==> src/include/pgp_pkg.sv <==
// Package for the port 1 shared-pin GPIO block
`default_nettype none
package pgp_pkg;
	// ----------------------------------------
	// Register map
	// ----------------------------------------
	localparam logic [15:0] ADDR_LATCH = 16'hFE44;
	localparam logic [15:0] ADDR_DIR = 16'hFE45;
	localparam logic [15:0] ADDR_FUNC = 16'hFE46;
	localparam logic [15:0] ADDR_TEST = 16'hFE47;
	localparam logic [15:0] ADDR_INSEL = 16'hFE5F;
	localparam logic [7:0] RST_PORT = 8'h00;
	// Flash build holds bit 5 driven low while in reset
	localparam logic [7:0] RST_OE_FLASH = 8'h20;
	// Test register: writable bits and their positions
	localparam logic [7:0] TEST_WMASK = 8'h24;
	localparam int TEST_RCOSC_BIT = 5;
	localparam int TEST_HSOUT_BIT = 2;
	localparam int INSEL_BUZ_BIT = 3;
	// Bits that read high in the test register
	localparam logic [7:0] TEST_RD_ONES = 8'h0A;
	// ----------------------------------------
	// Carriers
	// ----------------------------------------
	typedef struct packed {
		logic pwm_high_output;
		logic pwm_low_output;
		logic buzzer_output;
		logic serial_channel_one_clk;
		logic serial_channel_one_dout_b4;
		logic serial_channel_one_dout_b3;
		logic serial_channel_zero_clk;
		logic serial_channel_zero_dout_b1;
		logic serial_channel_zero_dout_b0;
	} pgp_periph_t;
	typedef struct packed {
		logic [15:0] addr;
		logic [7:0] wdata;
		logic wr;
		logic rd;
		logic rmw;
	} pgp_bus_t;
endpackage : pgp_pkg
`default_nettype wire

==> src/rtl/pgp_port1.sv <==
// Port 1 eight-bit GPIO with shared peripheral output functions
`timescale 1ns/1ns
`default_nettype none
module pgp_port1 #(
	parameter logic [7:0] OPEN_DRAIN = 8'h00, // Per-bit build option, 1 = open drain
	parameter bit FLASH_VARIANT = 1'b1 // Flash build drives bit 5 low in reset
) (
	input wire logic clk_sys, // 125 MHz system clock
	input wire logic rst_n, // Synchronous reset, active low
	input wire pgp_pkg::pgp_bus_t bus, // CPU register access
	output logic [7:0] rd_data, // Read data, cycle after read strobe
	input wire logic [7:0] pin_in, // Pin levels
	output logic [7:0] pin_out, // Pin output value
	output logic [7:0] pin_oe, // Pin output enable
	output logic [7:0] pullup_en, // Internal pull-up enable
	input wire pgp_pkg::pgp_periph_t periph, // Peripheral output signals
	input wire logic serial_channel_one_active, // Serial channel 1 running
	input wire logic serial_channel_zero_active, // Serial channel 0 running
	output logic serial_channel_one_din, // Serial channel 1 input data
	output logic serial_channel_zero_din, // Serial channel 0 input data
	input wire logic low_power_hold, // Halt or hold mode active
	output logic hs_counter_realtime_out_en, // High-speed counter output enable
	output logic rc_osc_freq_ctrl // RC oscillator control
);
	// ----------------------------------------
	// Registers
	// ----------------------------------------
	logic [7:0] latch_reg, latch_next;
	logic [7:0] dir_reg, dir_next;
	logic [7:0] func_reg, func_next;
	logic [7:0] test_reg, test_next;
	logic [7:0] insel_reg, insel_next;
	logic [7:0] rd_next;
	logic [7:0] pout_next, poe_next, pup_next;

	// One address compare feeds both the write strobes and the read mux
	function automatic logic addr_hit(input logic [15:0] addr, input logic [15:0] target);
		return addr == target;
	endfunction : addr_hit

	wire wr_latch = bus.wr && addr_hit(bus.addr, pgp_pkg::ADDR_LATCH);
	wire wr_dir = bus.wr && addr_hit(bus.addr, pgp_pkg::ADDR_DIR);
	wire wr_func = bus.wr && addr_hit(bus.addr, pgp_pkg::ADDR_FUNC);
	wire wr_test = bus.wr && addr_hit(bus.addr, pgp_pkg::ADDR_TEST);
	wire wr_insel = bus.wr && addr_hit(bus.addr, pgp_pkg::ADDR_INSEL);

	assign latch_next = wr_latch ? bus.wdata : latch_reg;
	assign dir_next = wr_dir ? bus.wdata : dir_reg;
	assign func_next = wr_func ? bus.wdata : func_reg;
	// Reserved test bits are held at zero whatever software writes
	assign test_next = wr_test ? (bus.wdata & pgp_pkg::TEST_WMASK) : test_reg;
	assign insel_next = wr_insel ? bus.wdata : insel_reg;

	// ----------------------------------------
	// Read path
	// ----------------------------------------
	wire [7:0] data_read = bus.rmw ? latch_reg : pin_in;
	assign rd_next = !bus.rd ? 8'h00 :
		addr_hit(bus.addr, pgp_pkg::ADDR_LATCH) ? data_read :
		addr_hit(bus.addr, pgp_pkg::ADDR_DIR) ? dir_reg :
		addr_hit(bus.addr, pgp_pkg::ADDR_FUNC) ? func_reg :
		addr_hit(bus.addr, pgp_pkg::ADDR_TEST) ? (test_reg | pgp_pkg::TEST_RD_ONES) :
		addr_hit(bus.addr, pgp_pkg::ADDR_INSEL) ? insel_reg : 8'h00;

	// ----------------------------------------
	// Pin function mux
	// ----------------------------------------
	wire buz_sel = insel_reg[pgp_pkg::INSEL_BUZ_BIT];
	wire b7_src = buz_sel ? periph.buzzer_output : periph.pwm_high_output;
	wire [7:0] periph_bits = {b7_src, periph.pwm_low_output, periph.serial_channel_one_clk,
		periph.serial_channel_one_dout_b4, periph.serial_channel_one_dout_b3, periph.serial_channel_zero_clk,
		periph.serial_channel_zero_dout_b1, periph.serial_channel_zero_dout_b0};
	logic [7:0] drive_val;

	// Bits 7 and 6 invert by latch, bits 5..0 OR with latch
	always_comb begin
		drive_val[7] = func_reg[7] ? (periph_bits[7] ^ latch_reg[7]) : latch_reg[7];
		drive_val[6] = func_reg[6] ? (periph_bits[6] ^ latch_reg[6]) : latch_reg[6];
		drive_val[5:0] = (func_reg[5:0] & periph_bits[5:0]) | latch_reg[5:0];
	end

	// Open drain releases the pin for high, CMOS drives it
	genvar g;
	generate
		for (g = 0; g < 8; g++) begin : g_pin
			assign pout_next[g] = drive_val[g];
			assign poe_next[g] = dir_reg[g] && !(OPEN_DRAIN[g] && drive_val[g]);
			assign pup_next[g] = !dir_reg[g] && latch_reg[g];
		end
	endgenerate

	// ----------------------------------------
	// Sequential logic
	// ----------------------------------------
	always_ff @(posedge clk_sys) begin
		if (!rst_n) begin
			latch_reg <= pgp_pkg::RST_PORT;
			dir_reg <= pgp_pkg::RST_PORT;
			func_reg <= pgp_pkg::RST_PORT;
			test_reg <= pgp_pkg::RST_PORT;
			insel_reg <= pgp_pkg::RST_PORT;
			rd_data <= 8'h00;
		end else begin
			latch_reg <= latch_next;
			dir_reg <= dir_next;
			func_reg <= func_next;
			test_reg <= test_next;
			insel_reg <= insel_next;
			rd_data <= rd_next;
		end
	end

	// ----------------------------------------
	// Pin outputs
	// ----------------------------------------
	// Pins freeze in low power; in reset the flash build pulls bit 5 low
	always_ff @(posedge clk_sys) begin
		if (!rst_n) begin
			pin_out <= 8'h00;
			pin_oe <= FLASH_VARIANT ? pgp_pkg::RST_OE_FLASH : pgp_pkg::RST_PORT;
			pullup_en <= 8'h00;
		end else if (!low_power_hold) begin
			pin_out <= pout_next;
			pin_oe <= poe_next;
			pullup_en <= pup_next;
		end
	end

	always_ff @(posedge clk_sys) begin
		if (!rst_n) begin
			serial_channel_one_din <= 1'b0;
			serial_channel_zero_din <= 1'b0;
			hs_counter_realtime_out_en <= 1'b0;
			rc_osc_freq_ctrl <= 1'b0;
		end else begin
			// Sampled regardless of direction so a channel can listen on an output pin
			serial_channel_one_din <= serial_channel_one_active ? pin_in[4] : 1'b0;
			serial_channel_zero_din <= serial_channel_zero_active ? pin_in[1] : 1'b0;
			hs_counter_realtime_out_en <= test_next[pgp_pkg::TEST_HSOUT_BIT];
			rc_osc_freq_ctrl <= test_next[pgp_pkg::TEST_RCOSC_BIT];
		end
	end

	// ----------------------------------------
	// Assertions
	// ----------------------------------------
	property p_dir_oe;
		@(posedge clk_sys) disable iff (!rst_n)
		(!low_power_hold && !dir_reg[0]) |=> !pin_oe[0];
	endproperty
	a_dir_oe: assert property (p_dir_oe) else $error("Input bit driven");

	property p_pullup;
		@(posedge clk_sys) disable iff (!rst_n)
		!low_power_hold |=> pullup_en == (~$past(dir_reg) & $past(latch_reg));
	endproperty
	a_pullup: assert property (p_pullup) else $error("Pull-up mismatch");

	property p_read_pins;
		@(posedge clk_sys) disable iff (!rst_n)
		(bus.rd && !bus.rmw && bus.addr == pgp_pkg::ADDR_LATCH) |=> rd_data == $past(pin_in);
	endproperty
	a_read_pins: assert property (p_read_pins) else $error("Pin read wrong");

	property p_read_rmw;
		@(posedge clk_sys) disable iff (!rst_n)
		(bus.rd && bus.rmw && bus.addr == pgp_pkg::ADDR_LATCH) |=> rd_data == $past(latch_reg);
	endproperty
	a_read_rmw: assert property (p_read_rmw) else $error("RMW read wrong");

	property p_latch_out;
		@(posedge clk_sys) disable iff (!rst_n)
		(!low_power_hold && !func_reg[3]) |=> pin_out[3] == $past(latch_reg[3]);
	endproperty
	a_latch_out: assert property (p_latch_out) else $error("Latch not output");

	property p_bit7;
		@(posedge clk_sys) disable iff (!rst_n)
		(!low_power_hold && func_reg[7]) |=> pin_out[7] == ($past(latch_reg[7]) ^
			($past(insel_reg[pgp_pkg::INSEL_BUZ_BIT]) ? $past(periph.buzzer_output)
			: $past(periph.pwm_high_output)));
	endproperty
	a_bit7: assert property (p_bit7) else $error("Bit 7 function wrong");

	property p_bit6;
		@(posedge clk_sys) disable iff (!rst_n)
		(!low_power_hold && func_reg[6] && latch_reg[6])
			|=> pin_out[6] == !$past(periph.pwm_low_output);
	endproperty
	a_bit6: assert property (p_bit6) else $error("Bit 6 not inverted");

	property p_bit5_high;
		@(posedge clk_sys) disable iff (!rst_n)
		(!low_power_hold && func_reg[5] && latch_reg[5]) |=> pin_out[5];
	endproperty
	a_bit5_high: assert property (p_bit5_high) else $error("Bit 5 not high");

	property p_hold;
		@(posedge clk_sys) disable iff (!rst_n)
		low_power_hold[*2] |-> $stable(pin_out) && $stable(pin_oe) && $stable(pullup_en);
	endproperty
	a_hold: assert property (p_hold) else $error("Pins moved in hold");

	property p_test_zero;
		@(posedge clk_sys) disable iff (!rst_n)
		1'b1 |-> (test_reg & ~pgp_pkg::TEST_WMASK) == 8'h00;
	endproperty
	a_test_zero: assert property (p_test_zero) else $error("Reserved test bit set");

	property p_write_next;
		@(posedge clk_sys) disable iff (!rst_n)
		wr_dir |=> dir_reg == $past(bus.wdata);
	endproperty
	a_write_next: assert property (p_write_next) else $error("Direction write lost");

	property p_oe_type;
		@(posedge clk_sys) disable iff (!rst_n)
		(rst_n && !low_power_hold && func_reg == 8'h00)
			|=> pin_oe == ($past(dir_reg) & ~(OPEN_DRAIN & $past(latch_reg)));
	endproperty
	a_oe_type: assert property (p_oe_type) else $error("Output type drive wrong");

	property p_drive_low;
		@(posedge clk_sys) disable iff (!rst_n)
		(!low_power_hold && dir_reg[2] && !func_reg[2] && !latch_reg[2]) |=> pin_oe[2] && !pin_out[2];
	endproperty
	a_drive_low: assert property (p_drive_low) else $error("Low not driven");

	property p_reset_b5;
		@(posedge clk_sys)
		!rst_n |=> pin_oe[5] == FLASH_VARIANT && !pin_out[5];
	endproperty
	a_reset_b5: assert property (p_reset_b5) else $error("Bit 5 not low in reset");

	property p_bit4_func;
		@(posedge clk_sys) disable iff (!rst_n)
		(!low_power_hold && func_reg[4] && !latch_reg[4]) |=> pin_out[4] == $past(periph.serial_channel_one_dout_b4);
	endproperty
	a_bit4_func: assert property (p_bit4_func) else $error("Bit 4 serial data wrong");

	property p_serial_channel_one_in;
		@(posedge clk_sys) disable iff (!rst_n)
		1'b1 |=> serial_channel_one_din == ($past(serial_channel_one_active) && $past(pin_in[4]));
	endproperty
	a_serial_channel_one_in: assert property (p_serial_channel_one_in) else $error("Channel 1 input wrong");

	property p_serial_channel_zero_in;
		@(posedge clk_sys) disable iff (!rst_n)
		1'b1 |=> serial_channel_zero_din == ($past(serial_channel_zero_active) && $past(pin_in[1]));
	endproperty
	a_serial_channel_zero_in: assert property (p_serial_channel_zero_in) else $error("Channel 0 input wrong");

	property p_test_out;
		@(posedge clk_sys) disable iff (!rst_n)
		wr_test |=> hs_counter_realtime_out_en == $past(bus.wdata[pgp_pkg::TEST_HSOUT_BIT])
			&& rc_osc_freq_ctrl == $past(bus.wdata[pgp_pkg::TEST_RCOSC_BIT]);
	endproperty
	a_test_out: assert property (p_test_out) else $error("Test bit export wrong");

	property p_rd_idle;
		@(posedge clk_sys) disable iff (!rst_n)
		!bus.rd |=> rd_data == 8'h00;
	endproperty
	a_rd_idle: assert property (p_rd_idle) else $error("Read data held too long");

	property p_write_latch;
		@(posedge clk_sys) disable iff (!rst_n)
		wr_latch |=> latch_reg == $past(bus.wdata);
	endproperty
	a_write_latch: assert property (p_write_latch) else $error("Latch write lost");

	property p_bit6_zero;
		@(posedge clk_sys) disable iff (!rst_n)
		(!low_power_hold && func_reg[6] && !latch_reg[6]) |=> pin_out[6] == $past(periph.pwm_low_output);
	endproperty
	a_bit6_zero: assert property (p_bit6_zero) else $error("Bit 6 not passed");

	c_func7: cover property (@(posedge clk_sys) disable iff (!rst_n) func_reg[7] && dir_reg[7]);
	c_rmw: cover property (@(posedge clk_sys) disable iff (!rst_n) bus.rd && bus.rmw);
	c_hold: cover property (@(posedge clk_sys) disable iff (!rst_n) low_power_hold[*3]);
	c_buz: cover property (@(posedge clk_sys) disable iff (!rst_n) func_reg[7] && insel_reg[3]);
	c_sio: cover property (@(posedge clk_sys) disable iff (!rst_n) serial_channel_one_active && serial_channel_zero_active);
endmodule : pgp_port1
`default_nettype wire

==> config.mk <==
export PLATFORM = sky130hd
export DESIGN_NAME = pgp_port1
export DESIGN_NICKNAME = d
export VERILOG_FILES = /design/src/include/pgp_pkg.sv /design/src/rtl/pgp_port1.sv
export SDC_FILE = /design/constraint.sdc
export NUM_CORES = 1
export LEC_CHECK = 0
export ABC_AREA = 0
export ABC_CLOCK_PERIOD_IN_PS = 2650
export BUFFER_PORTS_ARGS = -buffer_cell sky130_fd_sc_hd__clkbuf_2
export CORE_MARGIN = 1.5
export CORE_UTILIZATION = 40
export DETAILED_ROUTE_END_ITERATION = 16
export HOLD_SLACK_MARGIN = 0.06
export PLACE_DENSITY = 0.65
export SYNTH_ARGS = -nofsm -noshare
export SYNTH_HDL_FRONTEND = slang
export SYNTH_SLANG_ARGS = --single-unit
==> constraint.sdc <==
create_clock -name clk_sys -period 2.65 [get_ports clk_sys]
set_input_delay 0 -clock clk_sys [delete_from_list [all_inputs] [get_ports clk_sys]]
set_output_delay 0 -clock clk_sys [all_outputs]
set_load 0.02 [all_outputs]
==> results of run 1 <==
[cell usage after synthesis, types with 2 or more instances]
cell / instances
a211oi_1: 4
a21boi_0: 8
a21o_1: 2
a21oi_1: 42
a22oi_1: 13
a32oi_1: 2
a41o_1: 2
and3_1: 11
and4_1: 3
and4b_1: 2
buf_2: 4
clkbuf_1: 19
dfxtp_1: 68
inv_1: 3
mux2_2: 2
mux2i_1: 15
nand2_1: 11
nand3_1: 27
nand4_1: 2
nand4b_1: 2
nor2_1: 28
nor2b_1: 2
nor3_1: 3
nor4_1: 2
o21a_1: 8
o21ai_0: 38
xor2_1: 2
[cell type report]
type,instances,area share [%]
clock buffers,12,3.92
clock inverters,4,2.40
inverters,4,0.380
multi-input cells,248,38.8
flip-flops and latches,68,34.4
well taps,99,3.13
repair buffers,110,17.0
[power by group]
part | leakage (uW) | switching [uW] | internal, uW
logic | 0.000955 | 114 | 77.7
clock network | 0.000127 | 385 | 676
registers | 0.000549 | 3.70 | 1030
total | 0.00163 | 503 | 1780
[repair_timing]
action | 4_1_cts | 5_1_grt
hold endpoints to repair | 37 | 0
hold buffers | 22 | 0
endpoints found under the setup margin | 0 | 0
[worst paths after layout]
| path | startpoint | to | depth (start not counted) |
|---|---|---|---|
| max | bus[16] | rd_data[0] | 6 |
| min | bus[1] | rd_data[2] | 3 |
| max reg2reg | insel_reg[3] | pin_out[7] | 4 |
| min reg2reg | insel_reg[5] | rd_data[5] | 2 |
[cell families after synthesis]
kind of cell	Yosys count	synth area share, %
xor+xnor	2	0.583
buf+inv	29	3.83
flops	68	45.3
simple gates	106	20.2
mux	17	5.75
compound gates	123	24.4
[metal layers]
layer  vias to the layer above  global-route usage [%]
met5                         -                       0
met4                         0                    11.7
met2                       123                    36.1
met3                        24                    4.48
li1                       1473                       -
met1                      1420                    31.8
[worst max-delay path: stages]
cell and delay (ps):
dlygate4sd3_1 530, clkbuf_2 110, or4b_1 660, nor4_1 730
nand2_1 110, a221oi_1 290
[stage by stage]
stage | setup WS [ps] | instance area (um^2) | util, % | hold slack (ps) | power [uW]
6_report | 458 | 3960 | 54.5 | 98.8 | 2290
5_1_grt | 274 | 3960 | 54.5 | 118 | 2360
4_1_cts | 499 | 3960 | 54.5 | 72.8 | 2290
3_5_place_dp | 685 | 3480 | 48.0 | 248 | 1220
3_3_place_gp | 776 | 3480 | 48.0 | 240 | 1220
2_1_floorplan | 1040 | 3000 | - | 146 | 1140
==> flow_summary.yaml, run 1 <==
run_status:
  outcome: "complete, no violations"
logic_synthesis:
  synth_ff_type: "dfxtp_1"
  synth_top_cells_by_area: "dfxtp_1 (45%), a21oi_1 (7.0%), o21ai_0 (6.3%)"
  number_of_enable_flip_flop_cells_after_synthesis: 0
  yosys_register_bits: 68
  synth_fp_nets: 394
  synthesis.instances: 345
  avgSynthCellArea_um2: 8.71
  ys_async_sr_fraction_pct: 0
  syn_area_um2: 3000
  synth_top_area_share_pct: 45.3
  yosys_warnings: 0
  synth_seq_area_share_pct: 45.3
  yosys.cell_types.count: 47
  synth_top_cell_by_area: "dfxtp_1"
timing:
  achievable-frequency_mhz: 456
  final.setup.tns_ps: 0
  fin_crit_sh_pct: 82.7
  layout_min_cycle_time_ps: 2190
  fin_worst_skew_ps: 7.60
  hold_viol_final: 0
  max_slew.worst_pin.slew_ps: 822
  unrepaired_setup_endpoints_after_global_routing: "false"
  headroom_to_the_max_slew_limit_pct: 44.7
  setup_viol_count_final: 0
  timing_max_transition_violations_final: 0
clock_tree:
  cts_post_setup_buffers_inserted: 0
  cts_max_level: 3
  cts_sinks: 68
  maximum_number_of_buffers_from_clock_root_to_sink: 2
  cts_resized: 0
  cts_made_buffers: 9
  cts-root-buf: "clkbuf_8"
  clk_pin_slew_worst_paths_ps: 70
  clock_tree_from_tritoncts: "done"
  clkLatencyLatePin_ps: 340
hold_path:
  min-delay-path-class: "in2reg"
worst_setup_path:
  worst-r2r-setup-slack_ps: 1390
  worstPathRequired_ps: 2900
  timing.critical_path.from_type: "primary input"
  critPathCaptureType: "flip-flop"
  critical_path_arrival_ps: 2440
  timing.setup.critical_path_class: "in2reg"
  critical_path.max_fanout: 5
cells_and_area:
  layout.cells.non_filler: 545
  drive_gt1_share_pct: 24.9
  final_common_cell: "clkbuf_2"
  layout_common_cells: "clkbuf_2 (84), dfxtp_1 (68), a21oi_1 (42)"
  final_net_count: 490
  regArea_um2: 1360
  synthToLayoutAreaGrowth_pct: 31.7
  nFillCells: 705
  multiInputGateArea_um2: 1530
  insertedDiodeCount: 0
floorplanning:
  die_h_um: 89.7
  fp-row-count: 31
  area_of_the_die_um2: 8040
  initial_utilization_pct: 41.4
  design.core.area_um2: 7250
  io-pin-count: 85
  die_width_um: 89.7
global_routing:
  grt_first_pass_wirelength_mm: 14.0
  grt_antenna_before_repair: 0
  track_usage_pct: 23.6
  grt_pass1_vias: 2729
  overflow: 0
  pin_count_of_the_biggest_net_entering_global_routing: 27
detailed_routing:
  dr.first_iter.drc_count: 252
  iteration_count_of_the_initial_detailed_routing_pass: 5
  highest-signal-layer: "met4"
  wirelength_mm: 9.32
  via_count: 3040
  antenna_left: 0
  drc_errors: 0
  detailroute.wirelength.met3_um: 646
  met2_wirelength_mm: 4.25
  detail_route.vias_per_cell: 5.58
  wl_met1_mm: 4.14
  wl_per_cell_um: 17.1
placed_design:
  post-dp-hpwl_mm: 6.58
  port-buffer-count: 84
  place.detailed.instances: 507
  gpl_wtd_cong: 0.851
pwr:
  leakage_uw: 0.00163
  power.density_cell_area_nw_per_um2: 578
  power.ir.vdd_worst_mv: 0.301
run:
  max_cap_viol_count: 0
Note: power is estimated with default switching activity, not from simulation.
==> run 2: changes to the inputs <==
--- a/config.mk
+++ b/config.mk
@@ -6,7 +6,7 @@
 export NUM_CORES = 1
 export LEC_CHECK = 0
 export ABC_AREA = 0
-export ABC_CLOCK_PERIOD_IN_PS = 2650
+export ABC_CLOCK_PERIOD_IN_PS = 2300
 export BUFFER_PORTS_ARGS = -buffer_cell sky130_fd_sc_hd__clkbuf_2
 export CORE_MARGIN = 1.5
 export CORE_UTILIZATION = 40
==> constraint.sdc (replaced) <==
create_clock -name clk_sys -period 2.3 [get_ports clk_sys]
set_input_delay 0 -clock clk_sys [delete_from_list [all_inputs] [get_ports clk_sys]]
set_output_delay 0 -clock clk_sys [all_outputs]
set_load 0.02 [all_outputs]
==> run 2 against run 1 <==
Critical path depth down 1. Clock-buffer cell count down 1. Die area unchanged. Flip-flop and latch count unchanged. Power up 12%. Non-clock buffer count up 3. Critical endpoint is now func_reg[0]. Largest power group is now sequential cells. Largest cell class unchanged. Sequential share of layout area about the same. Highest routed layer unchanged.
==> flow_summary.yaml, run 2 (same netlist as run 1, synthesis figures left out) <==
run_status:
  outcome: "complete, no violations"
detailed_routing:
  dr.first_iter.drc_count: 196
  iteration_count_of_the_initial_detailed_routing_pass: 5
  drc_errors: 0
  wirelength_mm: 9.22
  wl_per_cell_um: 16.8
  via_count: 3081
  detail_route.vias_per_cell: 5.62
  antenna_left: 0
hold_path:
  whs_endpoint: "rd_data[1]"
  min-delay-path-class: "in2reg"
  startpoint_of_the_tightest_hold_check_path: "bus[1]"
  worstHoldPathCells: 3
worst_setup_path:
  critical_path_arrival_ps: 1790
  critPathCaptureType: "flip-flop"
  worst-r2r-setup-slack_ps: 1040
  r2r_cells: 4
  timing.setup.critical_path_class: "in2reg"
  r2r-end: "pin_out[7]"
  critical_path.max_fanout: 9
  r2r-start: "insel_reg[3]"
  timing.critical_path.from_type: "primary input"
  worstPathRequired_ps: 2530
pwr:
  power.density_cell_area_nw_per_um2: 645
  power.total_uw: 2550
  leakage_uw: 0.00163
  power.ir.vdd_worst_mv: 0.222
timing:
  final.setup.tns_ps: 0
  hold_viol_final: 0
  timing_max_transition_violations_final: 0
  fin_crit_sh_pct: 67.8
  fin_worst_skew_ps: 5.20
  worst_hold_slack_ps: 86.1
  layout_min_cycle_time_ps: 1560
  achievable-frequency_mhz: 641
  setup_viol_count_final: 0
  headroom_to_the_max_slew_limit_pct: 60.4
  unrepaired_setup_endpoints_after_global_routing: "false"
  max_slew.worst_pin.slew_ps: 579
cells_and_area:
  drive_gt1_share_pct: 26.1
  insertedDiodeCount: 0
  synthToLayoutAreaGrowth_pct: 31.7
  final_common_cell: "clkbuf_2"
  layout_common_cells: "clkbuf_2 (84), dfxtp_1 (68), a21oi_1 (42)"
  layout.cells.non_filler: 548
  final_net_count: 493
  final_area_um2: 3960
floorplanning:
  die_width_um: 89.7
  io-pin-count: 85
  fp-row-count: 31
  area_of_the_die_um2: 8040
  initial_utilization_pct: 41.4
  die_h_um: 89.7
  design.core.area_um2: 7250
placed_design:
  gpl_wtd_cong: 0.888
  port-buffer-count: 84
  place.detailed.instances: 512
  postPlaceCellArea_um2: 3520
  post-dp-hpwl_mm: 6.44
clock_tree:
  cts-root-buf: "clkbuf_8"
  maximum_number_of_buffers_from_clock_root_to_sink: 2
  clock_tree_from_tritoncts: "done"
  cts_made_buffers: 9
  clk_pin_slew_worst_paths_ps: 80
  clkLatencyLatePin_ps: 350
  cts_sinks: 68
  cts_post_setup_buffers_inserted: 0
  cts_max_level: 3
global_routing:
  grt_pass1_vias: 2897
  grt_antenna_before_repair: 0
  grt_first_pass_wirelength_mm: 14.2
  pin_count_of_the_biggest_net_entering_global_routing: 27
  track_usage_pct: 23.9
  overflow: 0
run:
  max_cap_viol_count: 0
run 2: what timing repair did:
action | 4_1_cts | 5_1_grt
endpoints found under the hold margin | 36 | 0
endpoints found under the setup margin | 0 | 0
hold buffers | 20 | 0
resized for setup | 0 | 0
run 2: worst max-delay path, cell delays in order:
cell and delay (ps):
clkbuf_2 90, or4b_1 650, or4_1 690, o21ai_0 260, a21oi_1 90
run 2: per-layer routing:
| metal | up-vias | GRT usage (%) | wire (um) |
|---|---|---|---|
| li1 | 1485 | - | - |
| met1 | 1424 | 29.9 | 4060 |
| met2 | 141 | 37.2 | 4170 |
| met3 | 31 | 6.58 | 651 |
| met4 | 0 | 13.0 | 341 |
| met5 | - | 0 | 0 |
run 2: cell type report:
cell class	instances	area, um^2
fillers	696	3300
multi-input cells	248	1530
flip-flops and latches	68	1360
repair buffers	113	688
clock buffers	11	151
well taps	99	124
clock inverters	5	83.8
inverters	4	15.0
run 2: stage by stage:
step                setup WS (ps)  utilization (%)
detailed placement            420             48.6
global placement              477             48.6
CTS                           795             54.6
finish                        741             54.6
global route                  622             54.6
floorplan                     689                -
run 2: worst max path at each step:
stage	from	endpoint	cells past startpoint
6_report	bus[16]	func_reg[0]	5
5_1_grt	bus[12]	rd_data[0]	6
4_1_cts	bus[16]	func_reg[3]	5
3_5_place_dp	bus[16]	func_reg[3]	5
3_3_place_gp	bus[16]	rd_data[1]	5
2_1_floorplan	bus[16]	func_reg[0]	6
run 2: power by group:
part           switching (uW)  leakage (uW)  internal (uW)
Combinational             131      0.000970           90.4
Clock                     469      0.000112            671
Sequential               3.92      0.000549           1190
Total                     604       0.00163           1950
==> run 3: changes to the inputs <==
--- a/config.mk
+++ b/config.mk
@@ -6,13 +6,13 @@
 export NUM_CORES = 1
 export LEC_CHECK = 0
 export ABC_AREA = 0
-export ABC_CLOCK_PERIOD_IN_PS = 2300
+export ABC_CLOCK_PERIOD_IN_PS = 1250
 export BUFFER_PORTS_ARGS = -buffer_cell sky130_fd_sc_hd__clkbuf_2
 export CORE_MARGIN = 1.5
 export CORE_UTILIZATION = 40
 export DETAILED_ROUTE_END_ITERATION = 16
 export HOLD_SLACK_MARGIN = 0.06
-export PLACE_DENSITY = 0.65
+export PLACE_DENSITY = 0.67
 export SYNTH_ARGS = -nofsm -noshare
 export SYNTH_HDL_FRONTEND = slang
 export SYNTH_SLANG_ARGS = --single-unit
==> constraint.sdc (replaced) <==
create_clock -name clk_sys -period 1.25 [get_ports clk_sys]
set_input_delay 0 -clock clk_sys [delete_from_list [all_inputs] [get_ports clk_sys]]
set_output_delay 0 -clock clk_sys [all_outputs]
set_load 0.02 [all_outputs]
==> run 3 against run 2 <==
Cell area up 8.6%. Global-route usage up 0.71 points. Highest routed layer unchanged. Worst hold slack better by 18 ps. Power up 78%. Critical path type unchanged. Largest power group unchanged.
==> flow_summary.yaml, run 3 (same netlist as run 1, synthesis figures left out) <==
run_status:
  outcome: "complete, no violations"
worst_setup_path:
  timing.critical_path.from_type: "primary input"
  timing.setup.critical_path_class: "in2reg"
  critPathCaptureType: "flip-flop"
  worstPathRequired_ps: 1520
  critical_path.max_fanout: 9
  r2r_cells: 4
  critical_path_arrival_ps: 1460
timing:
  setup_viol_count_final: 0
  timing_max_transition_violations_final: 0
  timing.final.ws_setup_ps: 63.8
  achievable-frequency_mhz: 843
  worst_hold_slack_ps: 104
  max_slew.worst_pin.slew_ps: 506
  layout_min_cycle_time_ps: 1190
  fin_crit_sh_pct: 94.9
  hold_viol_final: 0
  headroom_to_the_max_slew_limit_pct: 66.2
  fin_worst_skew_ps: 11.6
  final.setup.tns_ps: 0
  unrepaired_setup_endpoints_after_global_routing: "false"
placed_design:
  gpl_wtd_cong: 0.886
  port-buffer-count: 84
  post-dp-hpwl_mm: 6.80
  detailedPlace.worstSlack_ps: -488
hold_path:
  min-delay-path-class: "in2reg"
  worstHoldPathCells: 3
cells_and_area:
  final_net_count: 530
  layout_common_cells: "clkbuf_2 (84), dfxtp_1 (68), a21oi_1 (42), buf_4 (42), o21ai_0 (30)"
  insertedDiodeCount: 0
  final_common_cell: "clkbuf_2"
  drive_gt1_share_pct: 33.5
  multiInputGateArea_um2: 1600
  regArea_um2: 1360
  nFillCells: 639
  synthToLayoutAreaGrowth_pct: 43.1
detailed_routing:
  via_count: 3190
  detail_route.vias_per_cell: 5.45
  wl_per_cell_um: 16.3
  wirelength_mm: 9.54
  antenna_left: 0
  drc_errors: 0
  dr.first_iter.drc_count: 197
  iteration_count_of_the_initial_detailed_routing_pass: 4
floorplanning:
  design.core.area_um2: 7250
  initial_utilization_pct: 41.4
  fp-row-count: 31
  area_of_the_die_um2: 8040
  die_width_um: 89.7
  die_h_um: 89.7
  io-pin-count: 85
clock_tree:
  clk_pin_slew_worst_paths_ps: 70
  maximum_number_of_buffers_from_clock_root_to_sink: 2
  cts_made_buffers: 9
  clkLatencyLatePin_ps: 350
  cts_max_level: 3
  cts_sinks: 68
  clock_tree_from_tritoncts: "done"
  cts-root-buf: "clkbuf_8"
pwr:
  power.ir.vdd_worst_mv: 0.583
  leakage_uw: 0.00184
  power.density_cell_area_nw_per_um2: 1060
global_routing:
  overflow: 0
  pin_count_of_the_biggest_net_entering_global_routing: 24
  grt_first_pass_wirelength_mm: 14.6
  grt_pass1_vias: 3004
  track_usage_pct: 24.6
  grt_antenna_before_repair: 0
run:
  max_cap_viol_count: 0
==> run 3: changes by cell type in the layout (fill, tap and decap cells not counted), moves of 2 or more <==
cell / change
buf_4: +33
buf_6: +2
o21ai_1: +8
o21ai_0: -8
==> run 3: worst max-delay path: stages <==
cell	delay, ps
clkbuf_2	90
or4b_4	550
or4_4	500
o21bai_1	180
a21oi_1	140
==> run 3: final timing paths <==
kind                              startpoint  slack (ps)         end
worst max-delay path                 bus[15]          60  rd_data[1]
worst min-delay path                  bus[1]         100  rd_data[0]
worst max register to register  insel_reg[3]          90  pin_out[7]
worst min register to register  insel_reg[7]         470  rd_data[7]
==> run 3: per-layer routing <==
| metal | wire [um] | vias to the layer above | global-route usage (%) |
|---|---|---|---|
| met5 | 0 | - | 0 |
| met3 | 519 | 27 | 5.30 |
| met1 | 4160 | 1506 | 31.0 |
| met2 | 4580 | 110 | 40.8 |
| met4 | 267 | 0 | 10.1 |
| li1 | - | 1547 | - |
==> run 3: area by class of cell <==
cell class | instances | area share, %
Clock buffer | 11 | 3.52
Clock inverter | 5 | 1.40
Inverter | 4 | 0.349
Multi-Input combinational cell | 248 | 37.2
Sequential cell | 68 | 31.7
Tap cell | 99 | 2.88
Timing Repair Buffer | 150 | 23.0
==> run 3: repair_timing <==
item | 4_1_cts | 5_1_grt
setup buffers | 0 | 1
setup endpoints to repair | 4 | 7
endpoints found under the hold margin | 37 | 0
hold buffers | 21 | 0
gates resized for setup | 4 | 8
pin swaps | 0 | 4
==> run 3: report_power, final <==
part	internal, uW	leakage [uW]	switching (uW)
registers	2180	0.000549	8.07
clock network	1030	0.000106	852
logic	206	0.00118	261
==> run 3: stage by stage <==
stage	instances	util [%]	cell area, um^2	power [uW]
2_1_floorplan	345	-	3050	2430
3_3_place_gp	547	52.6	3810	2640
3_5_place_dp	547	52.6	3810	2640
4_1_cts	584	58.6	4250	4560
5_1_grt	585	59.3	4300	4690
6_report	585	59.3	4300	4540
